===== src/lt_pkg.sv =====
// Constants, register map and fault count helper for the light threshold interrupt logic
// Contract
// - Latched: high run reaches fault count sets flag high, interrupt, ready.
// - Latched: low run reaches fault count sets flag low, interrupt, ready.
// - Conversion without fault trigger sets ready only; flags and pin unchanged.
// - Config write selecting shutdown changes no flag, pin or ready.
// - Config write selecting non-shutdown clears ready; flags and pin kept.
// - Latched: alert response drives pin inactive, flags and ready kept.
// - Transparent: high trigger makes interrupt active, flag high 1, low 0.
// - Transparent: low trigger makes interrupt inactive, flag low 1, high 0.
// - Trigger only after fault-count consecutive same-limit comparisons.
// - Transparent: config reads and writes leave pin and flags alone.
// - Transparent: alert response ignored entirely.
// - Low limit top bits 11 select end-of-conversion behaviour.
// - Pin low when active with polarity 0 or inactive with polarity 1.
// - Config read clears ready; back-to-back reads return 1 then 0.
// - Latched: flags held until config read clears them; pin held until config read or alert response.
// - Config bit 4 selects latched (1) or transparent (0) mode.
package lt_pkg;
  // Register byte addresses
  localparam logic [11:0] ADDR_CONFIG   = 12'h000;
  localparam logic [11:0] ADDR_HIGH_LIM = 12'h004;
  localparam logic [11:0] ADDR_LOW_LIM  = 12'h008;
  localparam logic [11:0] ADDR_RESULT   = 12'h00C;
  localparam logic [11:0] ADDR_IRQ_STAT = 12'h010;
  localparam logic [11:0] ADDR_IRQ_MASK = 12'h014;
  localparam logic [11:0] ADDR_CONV     = 12'h018;
  // Config field positions
  localparam int FC_LSB     = 0;
  localparam int POL_BIT    = 3;
  localparam int LATCH_BIT  = 4;
  localparam int FLAG_L_BIT = 5;
  localparam int FLAG_H_BIT = 6;
  localparam int READY_BIT  = 7;
  localparam int MODE_LSB   = 9;
  localparam int LIM_W      = 16;
  localparam int TOPB_LSB   = 14;
  // Reset values
  localparam logic [15:0] CONFIG_RST   = 16'h0010;
  localparam logic [15:0] HIGH_LIM_RST = 16'hBFFF;
  localparam logic [15:0] LOW_LIM_RST  = 16'h0000;
  localparam logic [1:0]  MODE_SHUTDN  = 2'b00;
  localparam logic [1:0]  TOPB_EOC     = 2'b11;
  // Interrupt status bits
  localparam int EV_HIGH = 0;
  localparam int EV_LOW  = 1;
  localparam int EV_CONV = 2;
  localparam int EV_W    = 3;
  // Fault count code to consecutive count: 1, 2, 4, 8
  function automatic logic [3:0] fault_need(input logic [1:0] code);
    fault_need = 4'h1 << code;
  endfunction
endpackage


===== src/lt_fault_count.sv =====
// Consecutive fault counter for one limit
`timescale 1ns/1ps
module lt_fault_count
  import lt_pkg::*;
(
  // Clock and reset
  input  wire logic       sys_clk,
  input  wire logic       rst_n,
  // Conversion events
  input  wire logic       conv_done,
  input  wire logic       violate,
  input  wire logic [1:0] fc_code,
  // Trigger
  output logic            trigger
);
  logic [3:0] run_reg;
  logic [3:0] run_next;
  wire  [3:0] need = fault_need(fc_code);
  wire  [3:0] inc  = (run_reg >= need) ? need : run_reg + 4'h1;

  // Run length; restarts on a clean conversion
  assign run_next = !conv_done ? run_reg : (violate ? inc : 4'h0);
  assign trigger  = conv_done && violate && (inc >= need);

  always_ff @(posedge sys_clk or negedge rst_n) begin
    if (!rst_n) begin
      run_reg <= 4'h0;
    end else begin
      run_reg <= run_next;
    end
  end

  run_restart_a: assert property (@(posedge sys_clk) disable iff (!rst_n)
    conv_done && !violate |=> run_reg == 4'h0) else $error("run not restarted");
  trig_needs_run_a: assert property (@(posedge sys_clk) disable iff (!rst_n)
    trigger |-> run_reg + 4'h1 >= need) else $error("trigger before run complete");
endmodule


===== src/lt_pin_sync.sv =====
// Three-stage synchroniser with agreement filter
`timescale 1ns/1ps
module lt_pin_sync (
  // Clock and reset
  input  wire logic sys_clk,
  input  wire logic rst_n,
  // Pin and filtered level
  input  wire logic pin_in,
  output logic      level
);
  logic s1_reg;
  logic s2_reg;
  logic s3_reg;

  // Level changes once stages two and three agree
  always_ff @(posedge sys_clk or negedge rst_n) begin
    if (!rst_n) begin
      s1_reg <= 1'b0;
      s2_reg <= 1'b0;
      s3_reg <= 1'b0;
      level  <= 1'b0;
    end else begin
      s1_reg <= pin_in;
      s2_reg <= s1_reg;
      s3_reg <= s2_reg;
      if (s2_reg == s3_reg) level <= s3_reg;
    end
  end
endmodule


===== src/lt_irq_logic.sv =====
// Light threshold interrupt logic with APB register access
`timescale 1ns/1ps
module lt_irq_logic
  import lt_pkg::*;
(
  // Clock and reset
  input  wire logic        sys_clk,
  input  wire logic        rst_n,
  // APB slave
  input  wire logic        psel,
  input  wire logic        penable,
  input  wire logic        pwrite,
  input  wire logic [11:0] paddr,
  input  wire logic [31:0] pwdata,
  input  wire logic [3:0]  pstrb,
  output logic [31:0]      prdata,
  output logic             pready,
  output logic             pslverr,
  // Alert response pulse from the two-wire engine (asynchronous)
  input  wire logic        alert_resp_pin,
  // Open-drain interrupt pin
  output logic             int_pin_out,
  output logic             int_pin_oe,
  // Processor interrupt
  output logic             irq
);
  typedef enum logic [1:0] {ST_IDLE = 2'b00, ST_ACCESS = 2'b01} apb_e;
  apb_e        apb_reg;
  logic [15:0] config_reg;
  logic [15:0] high_lim_reg;
  logic [15:0] low_lim_reg;
  logic [15:0] result_reg;
  logic        flag_h_reg;
  logic        flag_l_reg;
  logic        ready_reg;
  logic        active_reg;
  logic [EV_W-1:0] stat_reg;
  logic [EV_W-1:0] mask_reg;
  logic [EV_W-1:0] stat_next;
  logic        alert_lvl;
  logic        alert_d_reg;
  logic [31:0] rdata_next;
  logic        trig_h;
  logic        trig_l;

  // Alert response arrives from outside this clock domain
  lt_pin_sync u_alert_sync (
    .sys_clk (sys_clk),
    .rst_n   (rst_n),
    .pin_in  (alert_resp_pin),
    .level   (alert_lvl)
  );

  // APB decode; one wait-free access phase
  wire access   = psel && penable;
  wire wr_en    = access && pwrite;
  wire rd_en    = access && !pwrite;
  wire hit_cfg  = paddr == ADDR_CONFIG;
  wire hit_hi   = paddr == ADDR_HIGH_LIM;
  wire hit_lo   = paddr == ADDR_LOW_LIM;
  wire hit_res  = paddr == ADDR_RESULT;
  wire hit_st   = paddr == ADDR_IRQ_STAT;
  wire hit_msk  = paddr == ADDR_IRQ_MASK;
  wire hit_conv = paddr == ADDR_CONV;
  wire mapped   = hit_cfg | hit_hi | hit_lo | hit_res | hit_st | hit_msk | hit_conv;
  wire lo_ok    = pstrb[0];
  wire hi_ok    = pstrb[1];
  assign pready  = 1'b1;
  assign pslverr = access && !mapped;

  // Configuration fields
  wire       latched   = config_reg[LATCH_BIT];
  wire       interrupt_polarity       = config_reg[POL_BIT];
  wire [1:0] fc_code   = config_reg[FC_LSB +: 2];
  wire       eoc_mode  = low_lim_reg[TOPB_LSB +: 2] == TOPB_EOC;
  wire       cfg_rd    = rd_en && hit_cfg;
  wire       cfg_wr    = wr_en && hit_cfg && lo_ok && hi_ok;
  wire [1:0] wr_mode   = pwdata[MODE_LSB +: 2];
  wire       cfg_wr_on = cfg_wr && (wr_mode != MODE_SHUTDN);
  wire       alert_ev  = alert_lvl && !alert_d_reg;

  // A write to the conversion slot (ADDR_CONV) stands in for a finished conversion
  wire       conv_done = wr_en && hit_conv && lo_ok && hi_ok;
  wire [15:0] conv_val = pwdata[15:0];
  wire       over      = conv_val > high_lim_reg;
  wire       under     = (conv_val < low_lim_reg) && !eoc_mode;

  // Independent run counters per limit
  lt_fault_count u_fc_high (
    .sys_clk   (sys_clk),
    .rst_n     (rst_n),
    .conv_done (conv_done),
    .violate   (over),
    .fc_code   (fc_code),
    .trigger   (trig_h)
  );
  lt_fault_count u_fc_low (
    .sys_clk   (sys_clk),
    .rst_n     (rst_n),
    .conv_done (conv_done),
    .violate   (under),
    .fc_code   (fc_code),
    .trigger   (trig_l)
  );

  // Flag high next value
  wire flag_h_next =
      trig_h                        ? 1'b1 :
      (trig_l && !latched)          ? 1'b0 :
      (cfg_rd && latched)           ? 1'b0 :
      flag_h_reg;
  // Flag low next value
  wire flag_l_next =
      trig_l                        ? 1'b1 :
      (trig_h && !latched)          ? 1'b0 :
      (cfg_rd && latched)           ? 1'b0 :
      flag_l_reg;
  // Interrupt state next value; events win over clears
  wire eoc_clear = cfg_rd || (alert_ev && latched) || (cfg_wr_on && !latched);
  wire active_next =
      (eoc_mode && conv_done)       ? 1'b1 :
      trig_h                        ? 1'b1 :
      trig_l                        ? latched :
      (eoc_mode && eoc_clear)       ? 1'b0 :
      (latched && cfg_rd)           ? 1'b0 :
      (latched && alert_ev)         ? 1'b0 :
      active_reg;
  // Conversion ready next value
  wire ready_next =
      conv_done                     ? 1'b1 :
      (cfg_rd || cfg_wr_on)         ? 1'b0 :
      ready_reg;

  // Sticky status, read clears, a new event wins
  assign stat_next = (rd_en && hit_st ? {EV_W{1'b0}} : stat_reg)
                   | {conv_done, trig_l, trig_h};
  assign irq = |(stat_reg & mask_reg);

  // Open-drain pin: low when active with pol 0, inactive with pol 1
  assign int_pin_out = 1'b0;
  assign int_pin_oe  = active_reg ^ interrupt_polarity;

  // Read data mux
  always_comb begin
    rdata_next = 32'h0000_0000;
    if (hit_cfg) begin
      rdata_next[15:0]       = config_reg;
      rdata_next[FLAG_L_BIT] = flag_l_reg;
      rdata_next[FLAG_H_BIT] = flag_h_reg;
      rdata_next[READY_BIT]  = ready_reg;
    end else if (hit_hi)  rdata_next[15:0] = high_lim_reg;
    else if (hit_lo)  rdata_next[15:0] = low_lim_reg;
    else if (hit_res) rdata_next[15:0] = result_reg;
    else if (hit_st)  rdata_next[EV_W-1:0] = stat_reg;
    else if (hit_msk) rdata_next[EV_W-1:0] = mask_reg;
  end

  // APB phase tracking
  always_ff @(posedge sys_clk or negedge rst_n) begin
    if (!rst_n) apb_reg <= ST_IDLE;
    else apb_reg <= (psel && !penable) ? ST_ACCESS : ST_IDLE;
  end

  // Read data register, captured in the setup cycle
  always_ff @(posedge sys_clk or negedge rst_n) begin
    if (!rst_n) prdata <= 32'h0000_0000;
    else if (psel && !penable && !pwrite) prdata <= rdata_next;
  end

  // Software-written registers
  always_ff @(posedge sys_clk or negedge rst_n) begin
    if (!rst_n) begin
      config_reg   <= CONFIG_RST;
      high_lim_reg <= HIGH_LIM_RST;
      low_lim_reg  <= LOW_LIM_RST;
      mask_reg     <= {EV_W{1'b0}};
    end else if (wr_en && lo_ok && hi_ok) begin
      if (hit_cfg) config_reg <= pwdata[15:0];
      if (hit_hi)  high_lim_reg <= pwdata[15:0];
      if (hit_lo)  low_lim_reg <= pwdata[15:0];
      if (hit_msk) mask_reg <= pwdata[EV_W-1:0];
    end
  end

  // Reporting state
  always_ff @(posedge sys_clk or negedge rst_n) begin
    if (!rst_n) begin
      flag_h_reg  <= 1'b0;
      flag_l_reg  <= 1'b0;
      ready_reg   <= 1'b0;
      active_reg  <= 1'b0;
      stat_reg    <= {EV_W{1'b0}};
      result_reg  <= 16'h0000;
      alert_d_reg <= 1'b0;
    end else begin
      flag_h_reg  <= flag_h_next;
      flag_l_reg  <= flag_l_next;
      ready_reg   <= ready_next;
      active_reg  <= active_next;
      stat_reg    <= stat_next;
      alert_d_reg <= alert_lvl;
      if (conv_done) result_reg <= conv_val;
    end
  end

  // Checks
  latch_high_a: assert property (@(posedge sys_clk) disable iff (!rst_n)
    trig_h && latched |=> flag_h_reg && active_reg && ready_reg && flag_l_reg == $past(flag_l_reg))
    else $error("latched high trigger wrong");
  latch_low_a: assert property (@(posedge sys_clk) disable iff (!rst_n)
    trig_l && !trig_h && latched |=> flag_l_reg && active_reg && ready_reg)
    else $error("latched low trigger wrong");
  no_trig_keep_a: assert property (@(posedge sys_clk) disable iff (!rst_n)
    conv_done && !trig_h && !trig_l && !eoc_mode && !cfg_rd && !alert_ev |=>
    ready_reg && $stable(flag_h_reg) && $stable(flag_l_reg) && $stable(active_reg))
    else $error("plain conversion changed flags");
  shutdown_wr_a: assert property (@(posedge sys_clk) disable iff (!rst_n)
    cfg_wr && wr_mode == MODE_SHUTDN && !conv_done && !alert_ev |=>
    $stable(ready_reg) && $stable(active_reg) && $stable(flag_h_reg))
    else $error("shutdown write changed state");
  run_wr_a: assert property (@(posedge sys_clk) disable iff (!rst_n)
    cfg_wr_on && !conv_done |=> !ready_reg) else $error("ready not cleared");
  alert_pin_a: assert property (@(posedge sys_clk) disable iff (!rst_n)
    alert_ev && latched && !conv_done |=> !active_reg && $stable(flag_h_reg))
    else $error("alert response not honoured");
  transp_high_a: assert property (@(posedge sys_clk) disable iff (!rst_n)
    trig_h && !latched |=> active_reg && flag_h_reg && !flag_l_reg)
    else $error("transparent high wrong");
  transp_low_a: assert property (@(posedge sys_clk) disable iff (!rst_n)
    trig_l && !trig_h && !latched && !eoc_mode |=> !active_reg && flag_l_reg && !flag_h_reg)
    else $error("transparent low wrong");
  transp_cfg_a: assert property (@(posedge sys_clk) disable iff (!rst_n)
    !latched && !eoc_mode && !conv_done && (cfg_rd || alert_ev) |=> $stable(active_reg))
    else $error("transparent pin disturbed");
  pin_drive_a: assert property (@(posedge sys_clk) disable iff (!rst_n)
    int_pin_oe == ((active_reg && !interrupt_polarity) || (!active_reg && interrupt_polarity)))
    else $error("pin polarity wrong");
  read_clear_a: assert property (@(posedge sys_clk) disable iff (!rst_n)
    cfg_rd && !conv_done |=> !ready_reg && (!$past(latched) || (!flag_h_reg && !flag_l_reg)))
    else $error("config read did not clear");
  cv_latched: cover property (@(posedge sys_clk) disable iff (!rst_n) trig_h && latched);
  cv_transp: cover property (@(posedge sys_clk) disable iff (!rst_n) trig_l && !latched);
  cv_alert: cover property (@(posedge sys_clk) disable iff (!rst_n) alert_ev && active_reg);
  cv_eoc: cover property (@(posedge sys_clk) disable iff (!rst_n) eoc_mode && conv_done);
endmodule


===== config.mk =====
export PLATFORM = sky130hd
export DESIGN_NAME = lt_irq_logic
export DESIGN_NICKNAME = d
export VERILOG_FILES = /design/src/lt_pkg.sv /design/src/lt_fault_count.sv /design/src/lt_pin_sync.sv /design/src/lt_irq_logic.sv
export SDC_FILE = /design/constraint.sdc
export NUM_CORES = 1
export LEC_CHECK = 0
export BUFFER_PORTS_ARGS = -buffer_cell sky130_fd_sc_hd__clkbuf_2
export CAP_MARGIN = 20
export CORE_UTILIZATION = 40
export CTS_BUF_LIST = sky130_fd_sc_hd__clkbuf_16
export DETAILED_ROUTE_END_ITERATION = 12
export SLEW_MARGIN = 0
export SYNTH_ARGS = -nofsm -noshare
export SYNTH_HDL_FRONTEND = slang
export SYNTH_HIERARCHICAL = 1
export SYNTH_SLANG_ARGS = --single-unit
export TNS_END_PERCENT = 5

===== constraint.sdc =====
create_clock -name sys_clk -period 3.2 [get_ports sys_clk]
set_input_delay 0.16 -clock sys_clk [delete_from_list [all_inputs] [get_ports sys_clk]]
set_output_delay 0.16 -clock sys_clk [all_outputs]
set_load 0.03 [all_outputs]

Word-level counts from Yosys, hierarchy flattened
Cells that the tools add are included.
Widths: inputs -> output; s select.
{ "totals": {"output_inout_bits": 37, "wordCells": 119, "input_bits": 54, "reg_bits": 103} }
{ "classes": {"n_mux": 25, "n_bitwise": 9, "eq_ne": 8, "n_shift": 1, "n_lt_le_gt_ge": 6, "n_reduce_logical": 50, "n_addsub": 2} }
{ "op_table": {"columns": ["operator", "n"], "rows": [
  ["$mux 16", 3],
  ["$eq 12x5->1 const B", 3],
  ["$logic_and 1x1->1", 30],
  ["$eq 12x4->1 const B", 2],
  ["$ge 4x4->1", 4],
  ["$gt 16x16->1", 1],
  ["$lt 16x16->1", 1],
  ["$mux 4", 4],
  ["$mux 1", 13],
  ["$mux 13", 1],
  ["$eq 12x3->1 const B", 1],
  ["$logic_not 12->1", 1],
  ["$mux 3", 4],
  ["$add 4x1->4 const B", 2],
  ["$reduce_and 2->1", 4],
  ["$logic_not 1->1", 6],
  ["$or 1x1->1", 6],
  ["$reduce_bool 3->1", 2],
  ["$reduce_bool 6->1", 1],
  ["$reduce_bool 2->1", 2],
  ["$shl 1x2->4 const A", 1],
  ["$and 3x3->3", 1],
  ["$logic_or 1x1->1", 3],
  ["$or 3x3->3", 1],
  ["4 further kinds", 4]
]} }

Depth between registers and ports, before layout
Gate-level depths: netlist of run 1.
{ "depth": {"depth_word": 13, "ltp_mapped": 15, "mapped_depth_nobuf": 15} }

By module
Netlist of run 1, hierarchy kept.
{ "by_module_without_submodules": {"columns": ["module", "seq_area_each_um2", "area_per_inst_um2", "cells_each", "instances"], "rows": [
  ["lt_irq_logic", 2222.1, 4983.5, 472, 1],
  ["lt_fault_count at u_fc_high", 100.1, 503.0, 58, 1],
  ["lt_fault_count at u_fc_low", 100.1, 485.5, 57, 1],
  ["lt_pin_sync", 100.1, 111.4, 5, 1]
]} }

Worst setup path before layout of run 1
No wires, ideal clock.
{ "synth_path": {"path_type": "register to register", "start": "register config_reg[1]", "end": "register active_reg", "n_path_buf": 0, "synth_period_minus_slack_ps": 3171, "setup_time_ps": 138, "slack_ps": 29, "arrival_time_ps": 3033, "stages_incl_launch_ff": 16, "required_ps": 3062, "cell_sequence": "dfrtp_1 nand2b_1 ha_1 clkinv_1 o21a_1 nor2_1 a21oi_1 ha_1 nand2b_1 a21o_1 a211oi_1 nor3_1 a21oi_1 a21oi_1 a2111oi_0 a21oi_1"} }
{ "synth_via": {"elab_chain_cells": 8, "elab_cells_between_ends": 13, "classes_between": "order compare (4); shift (1); mux (5); reduce/logical (3)"} }
{ "synth_rtl": {"columns": ["item", "line", "text"], "rows": [
  ["start: declaration", "lt_irq_logic.sv:29", "logic [15:0] config_reg;"],
  ["start signal: assignment", "lt_irq_logic.sv:178", "if (hit_cfg) config_reg <= pwdata[15:0];"],
  ["$shl 1x2->4 *", "lt_pkg.sv:51", "fault_need = 4'h1 << code;"],
  ["$ge 4x4->1", "lt_fault_count.sv:19", "wire [3:0] inc = (run_reg >= need) ? need : run_reg + 4'h1;"],
  ["$mux 4", "lt_fault_count.sv:19", null],
  ["$ge 4x4->1", "lt_fault_count.sv:23", "assign trigger = conv_done && violate && (inc >= need);"],
  ["$logic_and 1x1->1", "lt_fault_count.sv:23", null],
  ["$mux 1", "lt_irq_logic.sv:123", "trig_l ? latched :"],
  ["$mux 1", "lt_irq_logic.sv:122", "trig_h ? 1'b1 :"],
  ["$mux 1", "lt_irq_logic.sv:121", "(eoc_mode && conv_done) ? 1'b1 :"],
  ["end signal: assignment", "lt_irq_logic.sv:199", "active_reg <= active_next;"],
  ["end: declaration", "lt_irq_logic.sv:36", "logic active_reg;"]
]} }
Mark *: on every way between the ends. The rest lies on a longest branch, timed or not.
A chain may end at the register's enable or synchronous reset.

Final worst setup path of run 1
Ends and elaborated chain as after synthesis.

==> metrics.txt, run 1 <==
dpl cells 843; Reg2Reg Depth 14; CP max FO 6; Syn Area/Cell 10.3 um2; CTS Buffer Depth 2; RSZ-0062 raised after global routing true; Synth Register Bits 100; nets 775; Final period util 99.3%; fill count 1391; Detail Placement HPWL 11000 um; DRC Markers 11; final setup fails 0; Die Y 125 um; Worst-path clk slew 0.07 ns; Mapped Cells 592; Critical Path Source Type register; DRT iter0 DRCs 316; fraction of layout cells with a size suffix above 1 27.8%; clk sinks 100; outcome complete, but fails checks; FF-to-FF setup slack 0.02 ns; post-synthesis mux area share 9.87%; Adder-Cell Fraction of Synth Area 10.3%; die width 125 um; Non-Filler Instances 861; initial antenna violation count 0; GRT Overall Usage 20.1%; Slew HR 44.4%; area of the die 0.0157 mm2; Ports 91; failing checks design-rule violations; H-tree level count 3; Area Overhead vs Synth 14.7%; Mapped Area 0.00608 mm2; vias in the first global route 4721; WL/cell 17.2 um; worst vdd rail ir drop 0.000258 V; CP Class register to register; Critical path origin config_reg[1]; Inserted Clock Buffers 9; worst r2r dst active_reg; Min Hold Slack 0.100 ns; largest family of logic cells by synthesized area compound AO/OA/AOI/OAI gates; fin crit period 3.18 ns; Worst-Margin Slew 0.835 ns; Required @ worst endpoint 3.41 ns; PwrDens 349 mW/mm2; Synth Area in Simple Gates 14.5%; vias post-DR 4751; Critical Path End active_reg; maximum clock frequency 315 MHz; xor/xnor share of the synthesized area 0.720%; Slew Limit Fails 0; port bufs 54; worst min path class input pin to register; leakage power total 0.00345 uW; Total Wirelength 14900 um; clk_lat worst skew 0.35 ns; MaxCap Viol Count 0; EDFF count, synth 0; largest net degree at the start of global routing 64; Synthesis Warnings 6; first-pass iteration count of the detailed router 11; # rows 44; Antenna Violating Nets Remaining 0; CTS root buf clkbuf_16; post-synthesis sequential area ratio 41.5%; post-synthesis async set-or-reset flop share 100%; CORE AREA 0.0147 mm2; Worst EP arrival 3.39 ns; ys flop type dfrtp_1; worst-case clock skew 0.00685 ns; Yosys cell types 68; vias per cell 5.52; Synth Area in Compound Gates 16.4%; global route overflow 0; Initial Utilization 41.4%; final antenna diode count 0; CTS tree yes; first-pass GRT wire length 24800 um; Placer Congestion 0.906; nature of the critical path endpoint register; final hold violations 0; FF-to-FF Start config_reg[1]
==> where the power goes <==
group	switching, uW	leakage (uW)	total (uW)	internal [uW]
combinational	138	0.00200	192	54.0
sequential	2.90	0.00131	1270	1270
clock	458	0.000138	969	511
total	599	0.00345	2430	1830
==> synthesized netlist by cell type, drive strengths merged, types with 4 or more instances <==
master   n  area, um2
a211oi   5       37.5
a21o     7       52.6
a21oi   40        200
a221oi  15        138
a22oi    7       52.6
and2     5       31.3
buf     26        194
clkbuf  12       45.0
dfrtp   84       2100
dfstp   16        420
ha      49        613
inv     44        165
mux2    48        571
nand2   37        139
nand2b   8       50.1
nand3   25        143
nand4    8       50.1
nor2    33        126
nor2b    8       65.1
nor3    14        113
o21ai   29        145
o22ai    4       25.0
o31ai   17        153
or2      4       25.0
or4      4       30.0
==> critical path: stages, from the launching register on <==
cell,delay (ns)
dfrtp_2,0.44
buf_4,0.15
nand2b_1,0.20
ha_1,0.32
inv_2,0.04
o21a_2,0.22
nor2_2,0.17
a21oi_1,0.10
ha_1,0.26
nand2b_1,0.14
a21o_1,0.17
a211oi_1,0.28
nor3_2,0.13
a2111oi_1,0.33
a21oi_1,0.09
==> placed cells by master (no fill, tap or decap), types with 7 or more instances in the layout <==
cell type / Yosys / routed
dfrtp_1: 84 / 83
clkbuf_2: 0 / 53
ha_1: 49 / 49
inv_1: 43 / 46
a21oi_1: 40 / 40
nand2_1: 37 / 37
buf_4: 21 / 35
nor2_1: 32 / 31
mux2_2: 30 / 30
o21ai_0: 24 / 24
nand3_1: 23 / 23
conb_1: 2 / 18
dfstp_2: 16 / 16
a221oi_1: 14 / 14
o31ai_1: 12 / 12
mux2_1: 10 / 10
clkbuf_16: 0 / 9
nand4_1: 8 / 8
mux2_4: 8 / 8
nand2b_1: 8 / 8
a21o_1: 7 / 7
a22oi_1: 7 / 7
==> per-layer routing <==
metal,GRT usage [%],up-vias,wire [um],part of all wire (%)
met5,0,-,0,0
met2,32.4,114,6950,47
met3,3.08,14,510,3.4
met4,5.95,0,216,1.5
met1,28.0,2339,7180,48
li1,-,2284,-,-
==> worst min path at each step <==
| stage | slack (ns) | cells after the start | endpoint | start |
|---|---|---|---|---|
| after detailed placement | 0.28 | 1 | u_alert_sync/s1_reg | alert_resp_pin |
| after global routing | 0.12 | 3 | high_lim_reg[7] | pwdata[7] |
| after CTS | 0.1 | 3 | high_lim_reg[5] | pwdata[5] |
| after floorplan | -0.14 | 0 | active_reg | rst_n |
| final | 0.10 | 3 | high_lim_reg[5] | pwdata[5] |
| after global placement | 0.27 | 1 | u_alert_sync/s1_reg | alert_resp_pin |
==> metrics by stage <==
stage | utilization [%] | cell area (um2) | TNS, ns | power (uW) | setup slack [ns]
after floorplan | - | 6140 | 0 | 1400 | 0.0287
after global placement | 45.5 | 6680 | 0 | 1480 | 0.0279
after detailed placement | 45.5 | 6680 | 0 | 1490 | 0.0383
after CTS | 47.3 | 6960 | 0 | 2460 | 0.00955
after global routing | 47.5 | 6980 | -0.130 | 2530 | -0.120
final | 47.5 | 6980 | 0 | 2430 | 0.0215
==> logic make-up (layout without fill, tap and decap cells) <==
| family | after synthesis | after routing |
|---|---|---|
| AO/OA/AOI/OAI | 146 | 146 |
| XOR/XNOR | 5 | 5 |
| adder cells (fa/ha/maj) | 50 | 50 |
| buffers and inverters | 83 | 152 |
| flip-flops | 100 | 100 |
| multiplexers | 51 | 51 |
| other | 2 | 18 |
| AND/OR/NAND/NOR | 155 | 155 |
==> repair_timing <==
| action | CTS | global route |
|---|---|---|
| hold buffers | 2 | 0 |
| gates resized for setup | 0 | 6 |
| setup endpoints to repair | 0 | 3 |
| endpoints found under the hold margin | 51 | 0 |
| buffers inserted | 0 | 0 |
==> area by class of cell <==
cell class | count | area, um2 | area share, %
Tap cell | 184 | 230 | 3.30
Multi-Input combinational cell | 425 | 3230 | 46.3
Clock buffer | 9 | 225 | 3.23
Timing Repair Buffer | 91 | 568 | 8.14
Sequential cell | 100 | 2520 | 36.2
Clock inverter | 7 | 28.8 | 0.412
Inverter | 45 | 169 | 2.42
No activity file was read; power rests on OpenSTA's default activity.
==> run 2: changes to the inputs <==
==> constraint.sdc (replaced) <==
create_clock -name sys_clk -period 3.65 [get_ports sys_clk]
set_input_delay 0.365 -clock sys_clk [delete_from_list [all_inputs] [get_ports sys_clk]]
set_output_delay 0.365 -clock sys_clk [all_outputs]
set_load 0.03 [all_outputs]
==> run 2 against run 1 <==
Against the previous run:
- the flow still finishes with violations (design-rule violations)
- critical path type unchanged
- clock power rose by 12%
- worst hold slack improved by 0.020 ns
- utilization fell by 0.76 points
- clock-buffer cell count unchanged
- combinational power fell by 14%
- cell count shrank 2.8%
==> metrics.txt, run 2 (synthesis results as in run 1) <==
DRT iter0 DRCs 259 (was 316); FF-to-FF Start config_reg[1] (unchanged); Worst-Margin Slew 0.983 ns (was 0.835 ns); Antenna Violating Nets Remaining 0 (unchanged); Hold Path Stages 1 (was 3); CTS root buf clkbuf_16 (unchanged); clk_lat worst skew 0.36 ns (was 0.35 ns); Area Overhead vs Synth 12.9% (was 14.7%); CORE AREA 0.0147 mm2 (unchanged); Ports 91 (unchanged); Final period util 92.4% (was 99.3%); Die Y 125 um (unchanged); Worst-path clk slew 0.07 ns (about the same); Inserted Clock Buffers 9 (unchanged); leakage power total 0.00337 uW (was 0.00345 uW); PwrDens 345 mW/mm2 (was 349 mW/mm2); beginning of the worst hold path alert_resp_pin (was pwdata[5]); Worst path max stage delay 0.48 ns (was 0.44 ns); worst min path class input pin to register (unchanged); clk sinks 100 (unchanged); setup slack after layout 0.279 ns (was 0.0215 ns); first-pass iteration count of the detailed router 12 (was 11); Finished Core Util 46.7% (was 47.5%); port bufs 54 (unchanged); CTS Buffer Depth 2 (unchanged); first-pass GRT wire length 24100 um (was 24800 um); WL/cell 17.4 um (was 17.2 um); worst-case clock skew 0.00769 ns (was 0.00685 ns); H-tree level count 3 (unchanged); Slew HR 34.0% (was 44.4%); Worst EP arrival 3.60 ns (was 3.39 ns); Total Wirelength 14500 um (was 14900 um); Setup WS pre-CTS 0.108 ns (was 0.0383 ns); final antenna diode count 0 (unchanged); Placer Congestion 0.880 (was 0.906); fraction of layout cells with a size suffix above 1 25.3% (was 27.8%); CP max stage cell dfrtp_1 (was dfrtp_2); CP Class register to register (unchanged); fin crit period 3.37 ns (was 3.18 ns); fill count 1360 (was 1391); area of the die 0.0157 mm2 (unchanged); CP max FO 10 (was 6); Required @ worst endpoint 3.87 ns (was 3.41 ns); CTS resizes 0 (unchanged); # hold bufs at CTS 0 (was 2); Cell Chain, Critical Path nand2b_1 > ha_1 > clkinv_1 > o21a_1 > nor2_4 > a21oi_1 > ha_1 > nand2b_1 > a21o_1 > a211oi_1 > nor3_1 > buf_4 > mux2_2 > o21ai_0 > a21oi_1 (was buf_4 > nand2b_1 > ha_1 > inv_2 > o21a_2 > nor2_2 > a21oi_1 > ha_1 > nand2b_1 > a21o_1 > a211oi_1 > nor3_2 > a2111oi_1 > a21oi_1); CTS tree yes (unchanged); final hold violations 0 (unchanged); dpl cells 820 (was 843); Non-Filler Instances 837 (was 861); most frequent cells in the layout dfrtp_1 (84), clkbuf_2 (53), ha_1 (49) (was dfrtp_1 (83), clkbuf_2 (53), ha_1 (49)); final setup fails 0 (unchanged); Sum Neg Setup Slack 0 ns (unchanged); global route overflow 0 (unchanged); vias post-DR 4646 (was 4751); nets 751 (was 775); initial antenna violation count 0 (unchanged); Overall Power 2370 uW (was 2430 uW); Slew Limit Fails 0 (unchanged); GRT Overall Usage 19.6% (was 20.1%); RSZ-0062 raised after global routing false (was true); DRC Markers 7 (was 11); outcome complete, but fails checks (unchanged); die width 125 um (unchanged); largest net degree at the start of global routing 76 (was 64); Detail Placement HPWL 10500 um (was 11000 um); setup bufs post-CTS 0 (unchanged); MaxCap Viol Count 0 (unchanged); Critical Path Source Type register (unchanged); nature of the critical path endpoint register (unchanged); most common cell after layout, fill and taps aside dfrtp_1 (unchanged); vias per cell 5.55 (was 5.52); failing checks design-rule violations (unchanged); Initial Utilization 41.4% (unchanged); worst vdd rail ir drop 0.000224 V (was 0.000258 V); # rows 44 (unchanged); maximum clock frequency 297 MHz (was 315 MHz); vias in the first global route 4746 (was 4721); Reg2Reg Depth 15 (was 14); Critical path origin config_reg[1] (unchanged)
## run 2: changes by cell type in the layout (fill, tap and decap cells not counted), moves of 2 or more
| cell | before | now |
|---|---|---|
| nor3_2 | 6 | 4 |
| nor3_1 | 6 | 8 |
| bufinv_16 | 0 | 3 |
| dlygate4sd3_1 | 2 | 0 |
| buf_4 | 35 | 13 |
| inv_1 | 46 | 44 |
## run 2: layer usage
layer | wire length, um | vias up | GRT usage [%]
li1 | - | 2239 | -
met1 | 7130 | 2314 | 25.9
met2 | 6770 | 73 | 31.9
met3 | 375 | 20 | 3.59
met4 | 254 | 0 | 7.17
met5 | 0 | - | 0
## run 2: area by class of cell
cell class,instances,area [um2],share of cell area (%)
clock buffers,9,225,3.28
multi-input cells,425,3220,46.9
inverters,45,169,2.46
flip-flops and latches,100,2520,36.7
clock inverters,7,108,1.57
well taps,184,230,3.35
repair buffers,67,390,5.69
## run 2: worst paths after layout
check / to / slack, ns
max: active_reg / 0.28
min: u_alert_sync/s1_reg / 0.12
max reg2reg: active_reg / 0.28
min reg2reg: u_alert_sync/s2_reg / 0.36
max in group asynchronous: config_reg[4] / 2.65
min in group asynchronous: result_reg[8] / 0.15
## run 2: per-stage QoR
| stage | cell area [um2] | hold WS, ns |
|---|---|---|
| after global routing | 6870 | 0.115 |
| after CTS | 6830 | 0.115 |
| after floorplan | 6140 | 0.0694 |
| after global placement | 6500 | 0.338 |
| final | 6870 | 0.120 |
| after detailed placement | 6500 | 0.336 |
## run 2: worst max-delay path, delay by kind of cell, from the launching register on
family	cells	cell delay, ns
multiplexers	1	0.25
buffers and inverters	2	0.24
adder cells (fa/ha/maj)	2	0.59
flip-flops	1	0.48
AO/OA/AOI/OAI	6	1.00
AND/OR/NAND/NOR	4	0.69
## run 2: where the power goes
part           total, uW  switching (uW)  internal [uW]  leakage [uW]
combinational        165             120           44.3       0.00189
sequential          1120            2.36           1110       0.00131
clock               1090             424            663      0.000168
